--- src/hw/dtg_pkg.sv ---
package dtg_pkg;

    // ********************************************************
    // Register map
    // ********************************************************
    localparam logic [7:0] DIV_SEL_OFFSET = 8'h23;
    localparam logic [7:0] CHAN_B_OFFSET  = 8'h24;
    localparam logic [7:0] CHAN_A_OFFSET  = 8'h25;

    localparam logic [1:0] DIV_SEL_RESET  = 2'h0;
    localparam logic [7:0] CHAN_RESET     = 8'h00;

    // ********************************************************
    // Field layout
    // ********************************************************
    localparam int TRUE_MSB = 7;
    localparam int TRUE_LSB = 4;
    localparam int COMP_MSB = 3;
    localparam int COMP_LSB = 0;

    // ********************************************************
    // Clock source and divider select codes
    // ********************************************************
    localparam logic       SRC_SYSTEM = 1'b0;
    localparam logic       SRC_FAST   = 1'b1;
    localparam logic [1:0] DIV_BY_1   = 2'h0;
    localparam logic [1:0] DIV_BY_2   = 2'h1;
    localparam logic [1:0] DIV_BY_4   = 2'h2;
    localparam logic [1:0] DIV_BY_8   = 2'h3;

endpackage

--- src/hw/dtg_tick_if.sv ---
`timescale 1ns/100ps
interface dtg_tick_if;
    logic tick;
    modport src (output tick);
    modport dst (input tick);
endinterface

--- src/hw/dtg_prescaler.sv ---
`timescale 1ns/100ps
module dtg_prescaler (
    input  wire logic       clk,
    input  wire logic       rst_b,
    input  wire logic       timer_tick,
    input  wire logic [1:0] div_sel,
    dtg_tick_if.src         dt
);
    logic [2:0] cnt;
    logic [2:0] next_cnt;
    logic       next_tick;
    logic       hit;

    // ********************************************************
    // Divider
    // ********************************************************
    always_comb begin
        unique case (div_sel)
            dtg_pkg::DIV_BY_1: hit = 1'b1;
            dtg_pkg::DIV_BY_2: hit = cnt[0];
            dtg_pkg::DIV_BY_4: hit = &cnt[1:0];
            dtg_pkg::DIV_BY_8: hit = &cnt;
        endcase
        next_cnt  = cnt;
        next_tick = 1'b0;
        if (timer_tick) begin
            next_cnt  = hit ? 3'h0 : cnt + 3'h1;
            next_tick = hit;
        end
    end

    always_ff @(posedge clk or negedge rst_b) begin
        if (!rst_b) begin
            cnt     <= 3'h0;
            dt.tick <= 1'b0;
        end else begin
            cnt     <= next_cnt;
            dt.tick <= next_tick;
        end
    end
endmodule

--- src/hw/dtg_channel.sv ---
`timescale 1ns/100ps
module dtg_channel (
    input  wire logic       clk,
    input  wire logic       rst_b,
    input  wire logic       pwm,
    input  wire logic [7:0] delays,
    dtg_tick_if.dst         dt,
    output logic            out_true,
    output logic            out_comp
);
    logic       pwm_q;
    logic [3:0] cnt;
    logic [3:0] next_cnt;
    logic       next_true;
    logic       next_comp;
    logic       edge_seen;

    always_comb begin
        edge_seen = pwm ^ pwm_q;
        next_cnt  = cnt;
        next_true = out_true;
        next_comp = out_comp;
        if (edge_seen) begin
            // A rise times the true side, a fall the complement.
            // field chosen by edge
            next_cnt = pwm ? delays[dtg_pkg::TRUE_MSB:dtg_pkg::TRUE_LSB]
                           : delays[dtg_pkg::COMP_MSB:dtg_pkg::COMP_LSB];
            // Both low while the gap runs, so the switches never overlap.
            // outputs low in gap
            next_true = 1'b0;
            next_comp = 1'b0;
        end else if (cnt == 4'h0) begin
            next_true = pwm;
            next_comp = !pwm;
        end else if (dt.tick) begin
            next_cnt = cnt - 4'h1;
        end
    end

    always_ff @(posedge clk or negedge rst_b) begin
        if (!rst_b) begin
            pwm_q    <= 1'b0;
            cnt      <= 4'h0;
            out_true <= 1'b0;
            out_comp <= 1'b0;
        end else begin
            pwm_q    <= pwm;
            cnt      <= next_cnt;
            out_true <= next_true;
            out_comp <= next_comp;
        end
    end
endmodule

--- src/hw/dtg_top.sv ---
// Functional notes
// - Two inserters give non-overlapping output pairs.
// - Select 00,01,10,11 divides 1,2,4,8.
// - Divider runs from the active timer clock.
// - Four-bit down counter per inserter.
// - Either PWM edge starts a dead period.
// - Rise loads true field, fall complement.
// - Rising output held until counter zero.
// - Zero compare ends dead time insertion.
// - Delay equals field times divided period.
// - Separate delays per output, per channel.
// - Channel A register: true 7:4, comp 3:0.
// - Channel B register: true 7:4, comp 3:0.
// - Shared two-bit divider select at 0x23.
//
// Our own choice: strobed register access.
`timescale 1ns/100ps
module dtg_top (
    input  wire logic       clk,
    input  wire logic       rst_b,
    input  wire logic       pwm_chan_a,
    input  wire logic       pwm_chan_b,
    input  wire logic       fast_peripheral_clock,
    input  wire logic       system_clock,
    input  wire logic       clock_source_sel,
    input  wire logic [7:0] reg_addr,
    input  wire logic [7:0] reg_wdata,
    input  wire logic       reg_write,
    input  wire logic       reg_read,
    output logic      [7:0] reg_rdata,
    output logic            pwm_chan_a_out,
    output logic            pwm_chan_a_out_comp,
    output logic            pwm_chan_b_out,
    output logic            pwm_chan_b_out_comp
);
    // ********************************************************
    // Registers
    // ********************************************************
    logic [1:0] dead_time_divider_select;
    logic [7:0] dead_time_channel_a;
    logic [7:0] dead_time_channel_b;
    logic [1:0] next_div;
    logic [7:0] next_a;
    logic [7:0] next_b;
    logic [7:0] next_rdata;

    always_comb begin
        next_div   = dead_time_divider_select;
        next_a     = dead_time_channel_a;
        next_b     = dead_time_channel_b;
        next_rdata = 8'h00;
        if (reg_write) begin
            unique case (reg_addr)
                dtg_pkg::DIV_SEL_OFFSET: next_div = reg_wdata[1:0];
                dtg_pkg::CHAN_A_OFFSET:  next_a = reg_wdata;
                dtg_pkg::CHAN_B_OFFSET:  next_b = reg_wdata;
                default:                 next_div = dead_time_divider_select;
            endcase
        end
        if (reg_read) begin
            unique case (reg_addr)
                dtg_pkg::DIV_SEL_OFFSET:
                    next_rdata = {6'h00, dead_time_divider_select};
                dtg_pkg::CHAN_A_OFFSET:  next_rdata = dead_time_channel_a;
                dtg_pkg::CHAN_B_OFFSET:  next_rdata = dead_time_channel_b;
                default:                 next_rdata = 8'h00;
            endcase
        end
    end

    always_ff @(posedge clk or negedge rst_b) begin
        if (!rst_b) begin
            dead_time_divider_select <= dtg_pkg::DIV_SEL_RESET;
            dead_time_channel_a      <= dtg_pkg::CHAN_RESET;
            dead_time_channel_b      <= dtg_pkg::CHAN_RESET;
            reg_rdata                <= 8'h00;
        end else begin
            dead_time_divider_select <= next_div;
            dead_time_channel_a      <= next_a;
            dead_time_channel_b      <= next_b;
            reg_rdata                <= next_rdata;
        end
    end

    // ********************************************************
    // Timer clock sampling
    // ********************************************************
    // The timer clocks are sampled as pins and each level must hold two samples, so they
    // must run at a quarter of clk or below; each sampled rise of the selected clock becomes one timer tick.
    logic [2:0] fast_sync;
    logic [2:0] sys_sync;
    logic       fast_lvl;
    logic       sys_lvl;
    logic       next_fast_lvl;
    logic       next_sys_lvl;
    logic       src_lvl;
    logic       src_lvl_q;
    logic       timer_tick;

    always_comb begin
        next_fast_lvl = fast_lvl;
        next_sys_lvl  = sys_lvl;
        if (fast_sync[1] == fast_sync[2]) begin
            next_fast_lvl = fast_sync[2];
        end
        if (sys_sync[1] == sys_sync[2]) begin
            next_sys_lvl = sys_sync[2];
        end
        src_lvl = (clock_source_sel == dtg_pkg::SRC_FAST) ? fast_lvl
                                                          : sys_lvl;
        timer_tick = src_lvl & ~src_lvl_q;
    end

    always_ff @(posedge clk or negedge rst_b) begin
        if (!rst_b) begin
            fast_sync <= 3'h0;
            sys_sync  <= 3'h0;
            fast_lvl  <= 1'b0;
            sys_lvl   <= 1'b0;
            src_lvl_q <= 1'b0;
        end else begin
            fast_sync <= {fast_sync[1:0], fast_peripheral_clock};
            sys_sync  <= {sys_sync[1:0], system_clock};
            fast_lvl  <= next_fast_lvl;
            sys_lvl   <= next_sys_lvl;
            src_lvl_q <= src_lvl;
        end
    end

    // ********************************************************
    // Prescaler and inserters
    // ********************************************************
    dtg_tick_if dt_tick ();

    // divide by 1, 2, 4, 8
    dtg_prescaler u_prescaler (
        .clk        (clk),
        .rst_b      (rst_b),
        .timer_tick (timer_tick),
        .div_sel    (dead_time_divider_select),
        .dt         (dt_tick)
    );

    dtg_channel u_chan_a (
        .clk      (clk),
        .rst_b    (rst_b),
        .pwm      (pwm_chan_a),
        .delays   (dead_time_channel_a),
        .dt       (dt_tick),
        .out_true (pwm_chan_a_out),
        .out_comp (pwm_chan_a_out_comp)
    );

    dtg_channel u_chan_b (
        .clk      (clk),
        .rst_b    (rst_b),
        .pwm      (pwm_chan_b),
        .delays   (dead_time_channel_b),
        .dt       (dt_tick),
        .out_true (pwm_chan_b_out),
        .out_comp (pwm_chan_b_out_comp)
    );
endmodule

--- config.mk ---
export PLATFORM = sky130hd
export DESIGN_NAME = dtg_top
export DESIGN_NICKNAME = d
export VERILOG_FILES = /design/src/hw/dtg_pkg.sv /design/src/hw/dtg_tick_if.sv /design/src/hw/dtg_prescaler.sv /design/src/hw/dtg_channel.sv /design/src/hw/dtg_top.sv
export SDC_FILE = /design/constraint.sdc
export NUM_CORES = 1
export LEC_CHECK = 0
export BUFFER_PORTS_ARGS = -buffer_cell sky130_fd_sc_hd__buf_2
export CAP_MARGIN = 20
export CORE_AREA = 2 2 71 73
export DETAILED_ROUTE_END_ITERATION = 10
export DIE_AREA = 0 0 73 75
export GPL_TIMING_DRIVEN = 0
export MAX_ROUTING_LAYER = met4
export PLACE_DENSITY = 0.75
export SLEW_MARGIN = 20
export SYNTH_ARGS = -nofsm -noshare
export SYNTH_HDL_FRONTEND = slang
export SYNTH_SLANG_ARGS = --single-unit
--- constraint.sdc ---
create_clock -name clk -period 3.91 [get_ports clk]
set_input_delay 0.782 -clock clk [delete_from_list [all_inputs] [get_ports clk]]
set_output_delay 0.782 -clock clk [all_outputs]
set_load 0.01 [all_outputs]
==> results of run 1 <==
## worst min path at each step
stage / from / end / slack, ns / cells past startpoint
final: fast_sync[0] / fast_sync[1] / 0.35 / 0
after global routing: fast_sync[0] / fast_sync[1] / 0.37 / 0
after CTS: fast_sync[0] / fast_sync[1] / 0.36 / 0
after detailed placement: fast_sync[0] / fast_sync[1] / 0.34 / 0
after global placement: sys_sync[0] / sys_sync[1] / 0.33 / 0
after floorplan: fast_sync[0] / fast_sync[1] / 0.33 / 0
## sequential cells by signal (all words and copies together) (netlist names), 2 cells and up
name	flops
dead_time_channel_a	8
dead_time_channel_b	8
reg_rdata	8
u_chan_a.cnt	4
u_chan_b.cnt	4
fast_sync	3
sys_sync	3
u_prescaler.cnt	3
dead_time_divider_select	2
## kinds of logic (layout without fill, tap and decap cells)
| family | Yosys count | count (layout) | share of synthesized area |
|---|---|---|---|
| flip-flops | 53 | 53 | 0.5356 |
| AND/OR/NAND/NOR | 47 | 47 | 0.1132 |
| multiplexers | 44 | 44 | 0.2021 |
| AO/OA/AOI/OAI | 21 | 21 | 0.05558 |
| buffers and inverters | 21 | 65 | 0.03486 |
| adder cells (fa/ha/maj) | 12 | 12 | 0.05862 |
## power by group through the flow
stage	clock network, mW	logic [mW]	registers, mW
5_1_grt	0.330	0.211	0.622
6_report	0.297	0.184	0.616
3_3_place_gp	0	0.177	0.624
2_1_floorplan	0	0.123	0.622
4_1_cts	0.305	0.187	0.616
3_5_place_dp	0	0.185	0.626
## metal layers
metal  global-route usage  part of all wire
met1               0.2375              0.47
met2               0.3073              0.48
met3              0.04150             0.034
met4              0.06379             0.014
met5                    -                 0
## synth_stat cells (3+ instances only)
cell type,instances
a21oi_1,4
a22oi_1,3
and3_1,3
clkbuf_1,6
dfrtp_1,53
ha_1,10
inv_1,14
mux2_2,16
mux2_4,8
mux2i_1,20
nand2_1,9
nor2_1,14
nor3b_1,4
o21ai_0,6
o31a_1,4
## metrics by stage
stage          cell area (um2)  worst slack [ns]
4_1_cts                   2809             1.713
5_1_grt                   2809             1.631
2_1_floorplan             2476             1.701
3_5_place_dp              2726             1.394
6_report                  2809             1.730
3_3_place_gp              2724             1.429
## layout make-up
class,count,area (um2),area share
buffer,7,33.78,0.01203
clock buffer,6,72.57,0.02584
clock inverter,2,10.01,0.003563
inverter,14,52.55,0.01871
multi-input combinational,124,1064,0.3786
sequential,53,1326,0.4722
tap,54,67.56,0.02405
timing repair buffer,36,182.7,0.06503
## worst max-delay path: stages
cell	delay, ns
buf_2	0.10
clkbuf_1	0.34
inv_1	0.09
ha_1	0.30
clkbuf_1	0.20
nor2_1	0.22
mux2_2	0.35
==> results.txt, run 1 <==
The run finished with clean final reports. The area of the die came out at 5475 um2. Across the run, the number of max-cap violations was 0. The overall track demand over capacity in global routing came out at 0.1897. Clock tree synthesis selected as its root buffer the cell clkbuf_8. The count of TritonRoute iterations in the first routing pass came out at 4. The total overflow reported by the global router came out at 0. The total of fill cells in the finished design came out at 382. Across the VDD grid, the largest voltage drop is just under 0.2 mV.

The number of distinct library cells after synthesis is 30. For the pin with the worst max-slew slack, the measured transition is 0.7142 ns. The path type of the worst min-delay path is register to register. The worst setup path is captured at a register. The final HPWL from detailed placement came out at approximately 3100 um. The global placer's final weighted congestion is 0.7260. The x dimension of the die came out at 73 um. The number of gates resized after cts came out at 0. The number of placement rows came out at 25. The layout cell share with drive strength beyond 1 is 0.2975. STA puts the critical path data arrival time at 2.38 ns. The summed negative setup slack over all endpoints came out at 0 ns.

The startpoint kind of the worst setup timing path is an input pin. The number of warning messages in the yosys log is 0. The number of instances in the synthesized netlist is 198. The maximum number of pins on one net before global-route repair came out at 54. The routed layout has about 1600 vias. The area added between synthesis and finish is 13.44%.

Leaving out fill and tap cells, the most frequent cell in the layout is dfrtp_1. The static leakage is 1.446 nW. The number of design-rule violations left by the first detailed-router iteration came out at 45. The max-slew violation count is 0. The post-detailed-route DRC marker count is 0.

The worst max-slew margin expressed relative to the limit came out at 0.5238. The antenna violation net count after detailed routing is 0. Of the total power, the clock network draws 0.271. The critical path starts at pwm_chan_b.

The cell area after synthesis came out at ~2500 um2. The total of buffers placed on input and output ports is 36. The share of total power dissipated in sequential elements is 0.562.

The final critical path time including I/O delays and setup is 2.180 ns. The maximum count of clock buffers along a single path is 2. The fraction of synthesized cell area taken by the top area cell type came out at 0.5356.

Of all flip-flops after synthesis, the portion carrying an async set or reset was 1.000. The net switching power came out at 0.2986 mW. Summed over all instances, the cell type with the most area after synthesis is dfrtp_1. The count of boundary I/O pins came out at 37.

Setup repair after global routing left no endpoint under its margin. The final-report setup violation count is 0. The startpoint identified for the worst register-to-register timing path is u_chan_b.cnt[0]. The register-to-register path setup slack is between 2 and 2.5 ns. The total clock buffers created by CTS came out at 5. The highest attainable clock frequency is 458.7 MHz. After clock tree synthesis, the clock-pin slew on the worst setup and hold paths is about 0.090 ns. The tightest hold margin is 0.3547 ns.

The top flip-flop cell by instance count after synthesis is dfrtp_1. Of the total power, the share spent switching nets is 0.2722. On the final layout, the worst clock skew is 0.007216 ns. The number of global-route vias before repair came out at 1663.

The H-tree depth came out at 2. The design draws 1.097 mW. By startpoint and endpoint, the worst setup path is classified as input pin to register. In this run the power density over the cells is 390.5 nW/um2.

The clock latency on the worst-skew pair came out at roughly 0.30 ns. Counting every net in the synthesized netlist gives between 200 and 250. Post-CTS timing repair inserted 0 buffers for setup. The first-pass GRT wire length is 7610 um. The initial antenna violation count came to 0.

The share of power burned in combinational logic came out at 0.168. The post-route non-filler standard cell count came out at 296. The number of cell instances on the worst register-to-register path is 5. In the layout the commonest cells are dfrtp_1 (53), buf_2 (35), mux2i_1 (20).

After synthesis the netlist holds a flip-flop and latch count of 53. The endpoint required time on the critical path is just over 4 ns. The vertical die dimension is 75 um.

Yosys mapped a number of flops with a built-in enable equal to 0. Dividing the final minimum period by the clock period gives 0.5576. Averaged over all synthesized cells, the footprint is 12.51 um2.

The clock sink total came out at 53. For this run, the register share of the synthesized area comes to 0.5356. The placed instance count came out at about 290. Dividing the detail-routed wire length by the instance count gives about 15 um. Cell internal power was estimated by the tool at about 0.8 mW. Measured on the finished design, the core utilization comes to 0.6027. The top fanout value on the critical path came out at 7.

The end of the worst register-to-register path is u_chan_b.cnt[0]. The via count normalized by instance count is roughly 5.4. The number of nets in the finished design is between 200 and 300.

The area inside the core boundary is 4661 um2. By area the synthesized netlist is led by dfrtp_1 (54%), mux2i_1 (8.1%), mux2_2 (7.3%). The clock tree from TritonCTS is done. The hold violation count in the final report is 0. 0 antenna diodes ended up in the layout.

The starting density of the core came out at 0.5313. The overall routed net length is approximately 4400 um. The critical path ends at u_chan_b.out_comp. The total of hold buffers inserted after clock tree synthesis is 0.
No activity file was read; power rests on OpenSTA's default activity.
==> inputs of run 2 (changes only) <==
--- a/config.mk
+++ b/config.mk
@@ -7,12 +7,12 @@
 export LEC_CHECK = 0
 export BUFFER_PORTS_ARGS = -buffer_cell sky130_fd_sc_hd__buf_2
 export CAP_MARGIN = 20
-export CORE_AREA = 2 2 71 73
+export CORE_AREA = 2 2 73 75
 export DETAILED_ROUTE_END_ITERATION = 10
-export DIE_AREA = 0 0 73 75
+export DIE_AREA = 0 0 75 77
 export GPL_TIMING_DRIVEN = 0
 export MAX_ROUTING_LAYER = met4
-export PLACE_DENSITY = 0.75
+export PLACE_DENSITY = 0.74
 export SLEW_MARGIN = 20
 export SYNTH_ARGS = -nofsm -noshare
 export SYNTH_HDL_FRONTEND = slang
==> constraint.sdc (replaced) <==
create_clock -name clk -period 1.75 [get_ports clk]
set_input_delay 0.35 -clock clk [delete_from_list [all_inputs] [get_ports clk]]
set_output_delay 0.35 -clock clk [all_outputs]
set_load 0.01 [all_outputs]
==> run 2 against run 1 <==
  * Global-route usage fell by 2.3 points
  * Cell area rose by 1.4%
  * Combinational power rose by 130%
  * Utilization fell by 3.1 points
  * Worst hold slack got worse by 0.29 ns
  * Clock skew barely moved
  * Sequential share of layout area fell by 0.64 points
  * First-iteration DRC count rose by 58%
  * Largest cell class unchanged
  * Highest routed layer unchanged
==> results.txt, run 2 (same netlist as run 1, synthesis figures left out) <==
The hold violation count in the final report is 0 (unchanged). The endpoint required time on the critical path came to 1.95 ns (-2.16 ns). By startpoint and endpoint, the worst setup path is classified as register to register. Traced cell by cell, the critical path runs through inv_1, ha_1, or3b_2, and3_1, o31a_1. In the layout the commonest cells are dfrtp_1 (53), buf_2 (35), mux2i_1 (20).

The number of global-route vias before repair came to 1510 (-9.2%). The core utilization of the finished layout came out at 0.5721 (-0.03054). The path class of the tightest hold or removal check is input pin to async pin. The antenna diode count came out at 0 (unchanged).

The H-tree depth came out at 2 (unchanged). Timing would allow up to 601.2 MHz. The static leakage came out at 1.455 nW (+0.60%). The final-report setup violation count came to 0 (unchanged). The total chip power came out at 2.460 mW (+120%).

The final HPWL from detailed placement is 3044 um (-2.5%). The area added between synthesis and finish came out at 15.01%. The max-slew violation count is 0 (unchanged). The pin slew with the least headroom to its limit is 0.7695 ns (+0.05525 ns). The family of cells with the greatest summed delay on the critical path is simple AND/OR/NAND/NOR gates.

The flow ran to the end, and the final reports show no timing, DRC or antenna violations. The post-route non-filler standard cell count came out at 313 (+5.7%). The total overflow reported by the global router is 0 (unchanged).

The library cell used most frequently in the layout, excluding fill and tap cells, is dfrtp_1. The detailed-routed wire length on met2 is 1993 um (-5.9%). The first-pass GRT wire length is 7079 um (-7.0%). The CTS clock-pin slew for the worst setup and hold paths is 0.10 ns (about the same). The number of max-cap violations came out at 0 (unchanged). The data arrival time of the critical path is 1.86 ns (-0.52 ns). The number of nets in the finished design came out at 277 (+0.36%).

The starting density of the core came out at 0.4975 (-0.03379). The count of boundary I/O pins is 37 (unchanged). The placed instance count was 304 (+5.6%). Setup repair after global routing left no endpoint under its margin.

The antenna violation net count after detailed routing is 0 (unchanged). The critical path's largest stage delay is 0.48 ns (+0.13 ns). The combined flip-flop and latch cell area is 1326 um2 (unchanged). The worst setup path is captured at a register. The initial antenna violation count came out at 0 (unchanged). The uppermost layer routed is met4. The clock latency on the worst-skew pair is 0.30 ns (about the same). The worst setup path is launched from a register. The total of buffers placed on input and output ports came out at 36 (unchanged). The largest voltage drop on the vdd net is 0.5574 mV (+190%). The post-detailed-route DRC marker count is 0 (unchanged). The total clock buffers created by CTS is 5 (unchanged).

The maximum count of clock buffers along a single path came out at 2 (unchanged). The total of hold buffers inserted after clock tree synthesis is 0 (unchanged). The top fanout value on the critical path came out at 3 (-4). The root buffer cell chosen for the clock tree is clkbuf_8. The total routed wire length on the met1 layer is 2014 um (-1.5%). The count of buffering cells on the critical path with inverters included came out at 1 (-3). The slowest stage of the critical path belongs to the cell or3b_2. The met3 wire length was 124 um (-17%). The number of placement rows is 26 (+4.0%).

The overall via count from detail_route came to 1587 (-1.0%). The clock skew is 0.007161 ns (-0.00005521 ns). The final cell area excluding filler cells came out at 2848 um2 (+1.4%). The global placer's final weighted congestion came out at 0.7516 (+3.5%). The largest registers in the layout are dead_time_channel_a x8, dead_time_channel_b x8, reg_rdata x8. The overall track demand over capacity in global routing came out at 0.1668 (-0.02287).

The x dimension of the die was 75 um (+2.7%). The area of the die came out at 5775 um2 (+5.5%). The post-route fraction of the period consumed by the critical path came out at 0.9504. The via count normalized by instance count came to 5.070 (-6.4%).

The layout cell share with drive strength beyond 1 is 0.3251 (+0.02758). The count of TritonRoute iterations in the first routing pass was 4 (unchanged). The detail-routed net length per standard cell is 13.38 um (-9.5%). The area inside the core boundary is 4977 um2 (+6.8%).

The worst max-slew margin expressed relative to the limit came out at 0.4870 (-0.03683). The post-detailed-placement cell area came out at 2746 um2 (+0.73%). The number of design-rule violations left by the first detailed-router iteration was 71 (+58%). The maximum number of pins on one net before global-route repair is 54 (unchanged). The clock sink total is 53 (unchanged). TritonCTS built the clock tree. The ratio of total power to cell area is 863.9 nW/um2 (+120%). The tightest hold margin is 0.06272 ns (-0.2920 ns).

The total of fill cells in the finished design came out at 406 (+6.3%). The vertical die dimension is 77 um (+2.7%). The combined area of the multi-input logic cells came out at 1069 um2 (+0.47%).

The final critical path time including I/O delays and setup is ~1.7 ns. The overall routed net length came out at 4187 um (-4.3%).
-- run 2: changes by cell type in the layout (fill, tap and decap cells not counted), sizes merged --
cell      before  now
clkbuf        12   11
clkinvlp       0    1
buf           37   38
-- run 2: final timing paths --
kind | from | to | slack (ns) | cells past startpoint
worst max-delay path | u_chan_a.cnt[1] | u_chan_a.cnt[0] | 0.09 | 5
worst max register to register | u_chan_a.cnt[1] | u_chan_a.cnt[0] | 0.09 | 5
max in group asynchronous | rst_b | reg_rdata[6] | 1.24 | 1
worst min-delay path | rst_b | sys_sync[0] | 0.06 | 1
worst min register to register | fast_sync[0] | fast_sync[1] | 0.36 | 0
min in group clk | system_clock | sys_sync[0] | 0.15 | 1
-- run 2: area by class of cell --
type	count	area share
clock buffer	5	0.02417
sequential	53	0.4657
inverter	14	0.01845
timing repair buffer	37	0.06678
clock inverter	3	0.006151
tap	70	0.03076
buffer	7	0.01274
multi-input combinational	124	0.3752
-- run 2: metal layers --
layer / vias to the layer above / track usage
li1: 783 / -
met1: 771 / 0.2317
met2: 28 / 0.2421
met3: 5 / 0.03548
met4: 0 / 0.05893
met5: - / -
-- run 2: metrics by stage --
| step | TNS (ns) | worst slack, ns |
|---|---|---|
| after floorplan | -0.2139 | -0.02674 |
| after global placement | -3.601 | -0.2735 |
| after detailed placement | -3.844 | -0.2940 |
| after CTS | 0 | 0.02868 |
| after global routing | 0 | 0.02886 |
| final | 0 | 0.08672 |
-- run 2: report_power, final --
part / total (mW) / switching [mW] / internal [mW]
combinational: 0.415 / 0.210 / 0.206
sequential: 1.38 / 0.0660 / 1.31
clock: 0.668 / 0.392 / 0.277
-- run 2: timing repair --
item                       4_1_cts  5_1_grt
setup endpoints to repair        0        6
buffers inserted                 0        1
resized for setup                0        8
==> inputs of run 3 (changes only) <==
--- a/config.mk
+++ b/config.mk
@@ -5,11 +5,12 @@
 export SDC_FILE = /design/constraint.sdc
 export NUM_CORES = 1
 export LEC_CHECK = 0
+export ABC_AREA = 1
 export BUFFER_PORTS_ARGS = -buffer_cell sky130_fd_sc_hd__buf_2
 export CAP_MARGIN = 20
-export CORE_AREA = 2 2 73 75
+export CORE_AREA = 2 2 74 76
 export DETAILED_ROUTE_END_ITERATION = 10
-export DIE_AREA = 0 0 75 77
+export DIE_AREA = 0 0 76 78
 export GPL_TIMING_DRIVEN = 0
 export MAX_ROUTING_LAYER = met4
 export PLACE_DENSITY = 0.74
==> run 3 against run 2 <==
  * Combinational power up 37%
  * Total power up 8.3%
  * Cell count up 29%
  * Critical path depth up 1
  * Non-clock buffer count down 5
  * Worst hold slack better by 0.0081 ns
  * Die area up 2.6%
  * Register-to-register slack better by 0.18 ns
  * First-iteration DRC count up 89%
  * Clock power down 5.7%
==> results.txt, run 3 <==
The run finished with clean final reports. The tree is rooted in a clkbuf_8. The clock skew was 0.004765 ns (-0.002395 ns).

The total of buffers placed on input and output ports is 36 (unchanged). The static leakage is 1.580 nW (+8.6%). The area fraction in compound gates after synthesis came out at 0.1151 (+0.05956). The global placer's final weighted congestion is 0.8189 (+9.0%). The total overflow reported by the global router is 0 (unchanged).

The multiplexer share of the synthesized area was 0 (-0.2021). The number of instances in the synthesized netlist came out at 291 (+47%). The post-route non-filler standard cell count is 403 (+29%).

The first-pass GRT wire length came out at 8783 um (+24%). The via count normalized by instance count came out at 5.082 (+0.23%). The basic-gate share of the synthesized area counting and, or, nand and nor cells came to 0.2450 (+0.1318). The end of the worst register-to-register path is u_chan_b.cnt[1]. The worst-case setup margin in the final layout is 0.2642 ns (+0.1775 ns). The ratio of total power to cell area came to 919.3 nW/um2 (+6.4%).

The starting density of the core is 0.5065 (+0.008965). Setup repair after global routing left no endpoint under its margin. The initial antenna violation count is 0 (unchanged). The mean cell area of the mapped netlist came out at 8.776 um2 (-30%). The startpoint kind of the worst setup timing path is a register.

The final critical path time including I/O delays and setup is 1.486 ns (-0.1775 ns). The detail-routed net length per standard cell is 12.52 um (-6.4%). The buffers inserted during post-CTS setup optimization is 0 (unchanged). The worst setup path is captured at a register. The combined flip-flop and latch cell area is 1326 um2 (unchanged). The clock sink total came out at 53 (unchanged). The switching share of total power is 0.3055 (+0.03413). The vertical die dimension is 78 um (+1.3%).

Ranked by total cell area, the synthesized netlist is headed by dfrtp_1 (52%), nand2_1 (11%), o21ai_0 (7.4%). The antenna violation net count after detailed routing is 0 (unchanged). The fraction of synthesized cell area taken by the top area cell type came out at 0.5194 (-0.01627).

The CTS clock-pin slew for the worst setup and hold paths came out at 0.09 ns (about the same). The area of the die is 5928 um2 (+2.6%). The final HPWL from detailed placement came out at 3798 um (+25%). The number of nets in the finished design was 369 (+33%). The number of gates resized after cts came out at 0 (unchanged). The sequential fraction of the synthesis area is 0.5194 (-0.01627). The antenna diode count came out at 0 (unchanged). The max-slew violation count is 0 (unchanged). The total chip power came out at 2.664 mW (+8.3%). The internal portion of total power is 1.850 mW (+3.2%). The number of max-cap violations is 0 (unchanged). The highest attainable clock frequency came out at 673.0 MHz (+12%). The overall via count from detail_route was 2048 (+29%).

The share of synthesized registers carrying an async set or reset is 1.000 (unchanged). The most common cell in the synthesized netlist is nand2_1. The top fanout value on the critical path is 7 (+4).

The area added between synthesis and finish came out at 13.47%. The H-tree depth came out at 2 (unchanged). The post-detailed-placement cell area is 2824 um2 (+2.8%). The post-detailed-route DRC marker count is 0 (unchanged).

The overall routed net length came out at 5044 um (+20%). The register-to-register path setup slack is 0.26 ns (+0.18 ns). The count of TritonRoute iterations in the first routing pass is 4 (unchanged). The startpoint identified for the worst register-to-register timing path is u_chan_b.pwm_q. The total clock buffers created by CTS came out at 5 (unchanged).

The data arrival time of the critical path is 1.66 ns (-0.20 ns). The power share of the sequential group is 0.550 (-0.009). The overall track demand over capacity in global routing came out at 0.1887 (+0.02193).

The number of design-rule violations left by the first detailed-router iteration is 134 (+89%). The number of global-route vias before repair came out at 2011 (+33%). The register bit total from synthesis came out at 53 (unchanged). The combined area of the multi-input logic cells is 1065 um2 (-0.35%). The top flip-flop cell by instance count after synthesis is dfrtp_1. The maximum number of pins on one net before global-route repair is 54 (unchanged). The share of power burned in combinational logic is 0.214 (+0.045).

The clock group share of total power is 0.237 (-0.035). The net switching power is 0.8137 mW (+22%). The total of fill cells in the finished design came out at 458 (+13%). The largest voltage drop on the vdd net came out at 0.4876 mV (-13%).

The count of boundary I/O pins came out at 37 (unchanged). The largest registers in the layout are dead_time_channel_a x8, dead_time_channel_b x8, reg_rdata x8. The x dimension of the die is 76 um (+1.3%). The min-delay analysis places its worst path in the category input pin to async pin.

The top cell types in the final layout, fill and taps aside, are nand2_1 (72), dfrtp_1 (53), o21ai_0 (38). The number of cell instances on the worst register-to-register path came out at 6 (+1). The number of placement rows was 26 (unchanged). The post-route fraction of the period consumed by the critical path came to 0.8490 (-0.1014). The XOR/XNOR share of the synthesized area is 0 (unchanged). The cell area after synthesis is 2554 um2 (+3.1%). The final-report setup violation count came to 0 (unchanged). The critical path is of the register to register type. The final cell area excluding filler cells came to 2898 um2 (+1.8%). By area, the combinational part of the netlist is dominated by simple AND/OR/NAND/NOR gates. TritonCTS built the clock tree.

The hold violation count in the final report is 0 (unchanged). The synthesized-area fraction occupied by adder cells came to 0.05683 (-0.001781). The number of warning messages in the yosys log came to 0 (unchanged). The maximum count of clock buffers along a single path came to 2 (unchanged). Leaving out fill and tap cells, the most frequent cell in the layout is nand2_1. The summed negative setup slack over all endpoints is 0 ns (unchanged). The number of enable-type register cells in the synthesized netlist came out at 0 (unchanged). The post-synth net total is 326 (+40%). Summed over all instances, the cell type with the most area after synthesis is dfrtp_1.

Sorting the synthesized cells by how often they occur yields nand2_1 (72), dfrtp_1 (53), o21ai_0 (38). The worst max-slew margin expressed relative to the limit was 0.5702 (+0.08321). The layout cell share with drive strength beyond 1 came to 0.1742 (-0.1509). The total of hold buffers inserted after clock tree synthesis is 0 (unchanged). The pin slew with the least headroom to its limit came to 0.6447 ns (-0.1248 ns). The post-placement worst setup slack came out at 0.003921 ns (+0.2979 ns). The clock latency on the worst-skew pair was 0.30 ns (about the same). The number of distinct library cells after synthesis came out at 22 (-27%). The placed instance count came out at 397 (+31%). The area inside the core boundary is 5042 um2 (+1.3%). The endpoint required time on the critical path is 1.93 ns (-0.02 ns).
-- run 3: cells by family (layout without fill, tap and decap cells) --
| group | Yosys count | count (layout) |
|---|---|---|
| AND/OR/NAND/NOR | 133 | 133 |
| buffers and inverters | 36 | 78 |
| flip-flops | 53 | 53 |
| AO/OA/AOI/OAI | 57 | 57 |
| adder cells (fa/ha/maj) | 12 | 12 |
-- run 3: power by group through the flow --
stage	Combinational, mW	Sequential [mW]	Clock (mW)
2_1_floorplan	0.399	1.47	0
3_3_place_gp	0.554	1.48	0
3_5_place_dp	0.574	1.49	0
4_1_cts	0.576	1.46	0.646
5_1_grt	0.669	1.48	0.694
6_report	0.570	1.46	0.630
-- run 3: layout make-up --
| cell class | instances | share of cell area |
|---|---|---|
| Clock buffer | 5 | 0.02375 |
| Sequential cell | 53 | 0.4577 |
| Tap cell | 70 | 0.03022 |
| Timing Repair Buffer | 36 | 0.06304 |
| Buffer | 3 | 0.01339 |
| Inverter | 33 | 0.04275 |
| Multi-Input combinational cell | 202 | 0.3674 |
| Clock inverter | 1 | 0.001727 |
-- run 3: how the worst max path moves through the flow --
stage / slack (ns) / to / start
global route: 0.07 / u_chan_b.cnt[2] / u_chan_b.pwm_q
finish: 0.26 / u_chan_b.cnt[1] / u_chan_b.pwm_q
global placement: 0.05 / u_chan_a.cnt[1] / pwm_chan_a
CTS: 0.28 / u_chan_b.cnt[1] / u_chan_b.pwm_q
detailed placement: 0.004 / u_chan_b.cnt[2] / pwm_chan_b
floorplan: 0.45 / u_chan_a.cnt[0] / pwm_chan_a
-- run 3: metal layers --
metal	part of all wire	vias to the layer above	routed length, um	global-route usage
met1	0.50	969	2500	0.2466
met3	0.035	4	179	0.04186
met2	0.46	42	2321	0.3036
li1	-	1033	-	-
met4	0.0087	0	44	0.04727
met5	0	-	0	-
-- run 3: worst max-delay path, stage by stage, from the launching register on --
cell and delay (ns):
dfrtp_1 0.35, inv_1 0.04, ha_1 0.36, inv_1 0.23, nand2_1 0.19, nand2_1 0.10, o21ai_0 0.09
-- run 3: through the flow --
stage,hold slack (ns),util
6_report,0.07086,0.5747
5_1_grt,0.1315,0.5747
4_1_cts,0.1034,0.5747
3_5_place_dp,0.3365,0.5601
3_3_place_gp,0.3343,0.5596
2_1_floorplan,0.05441,-
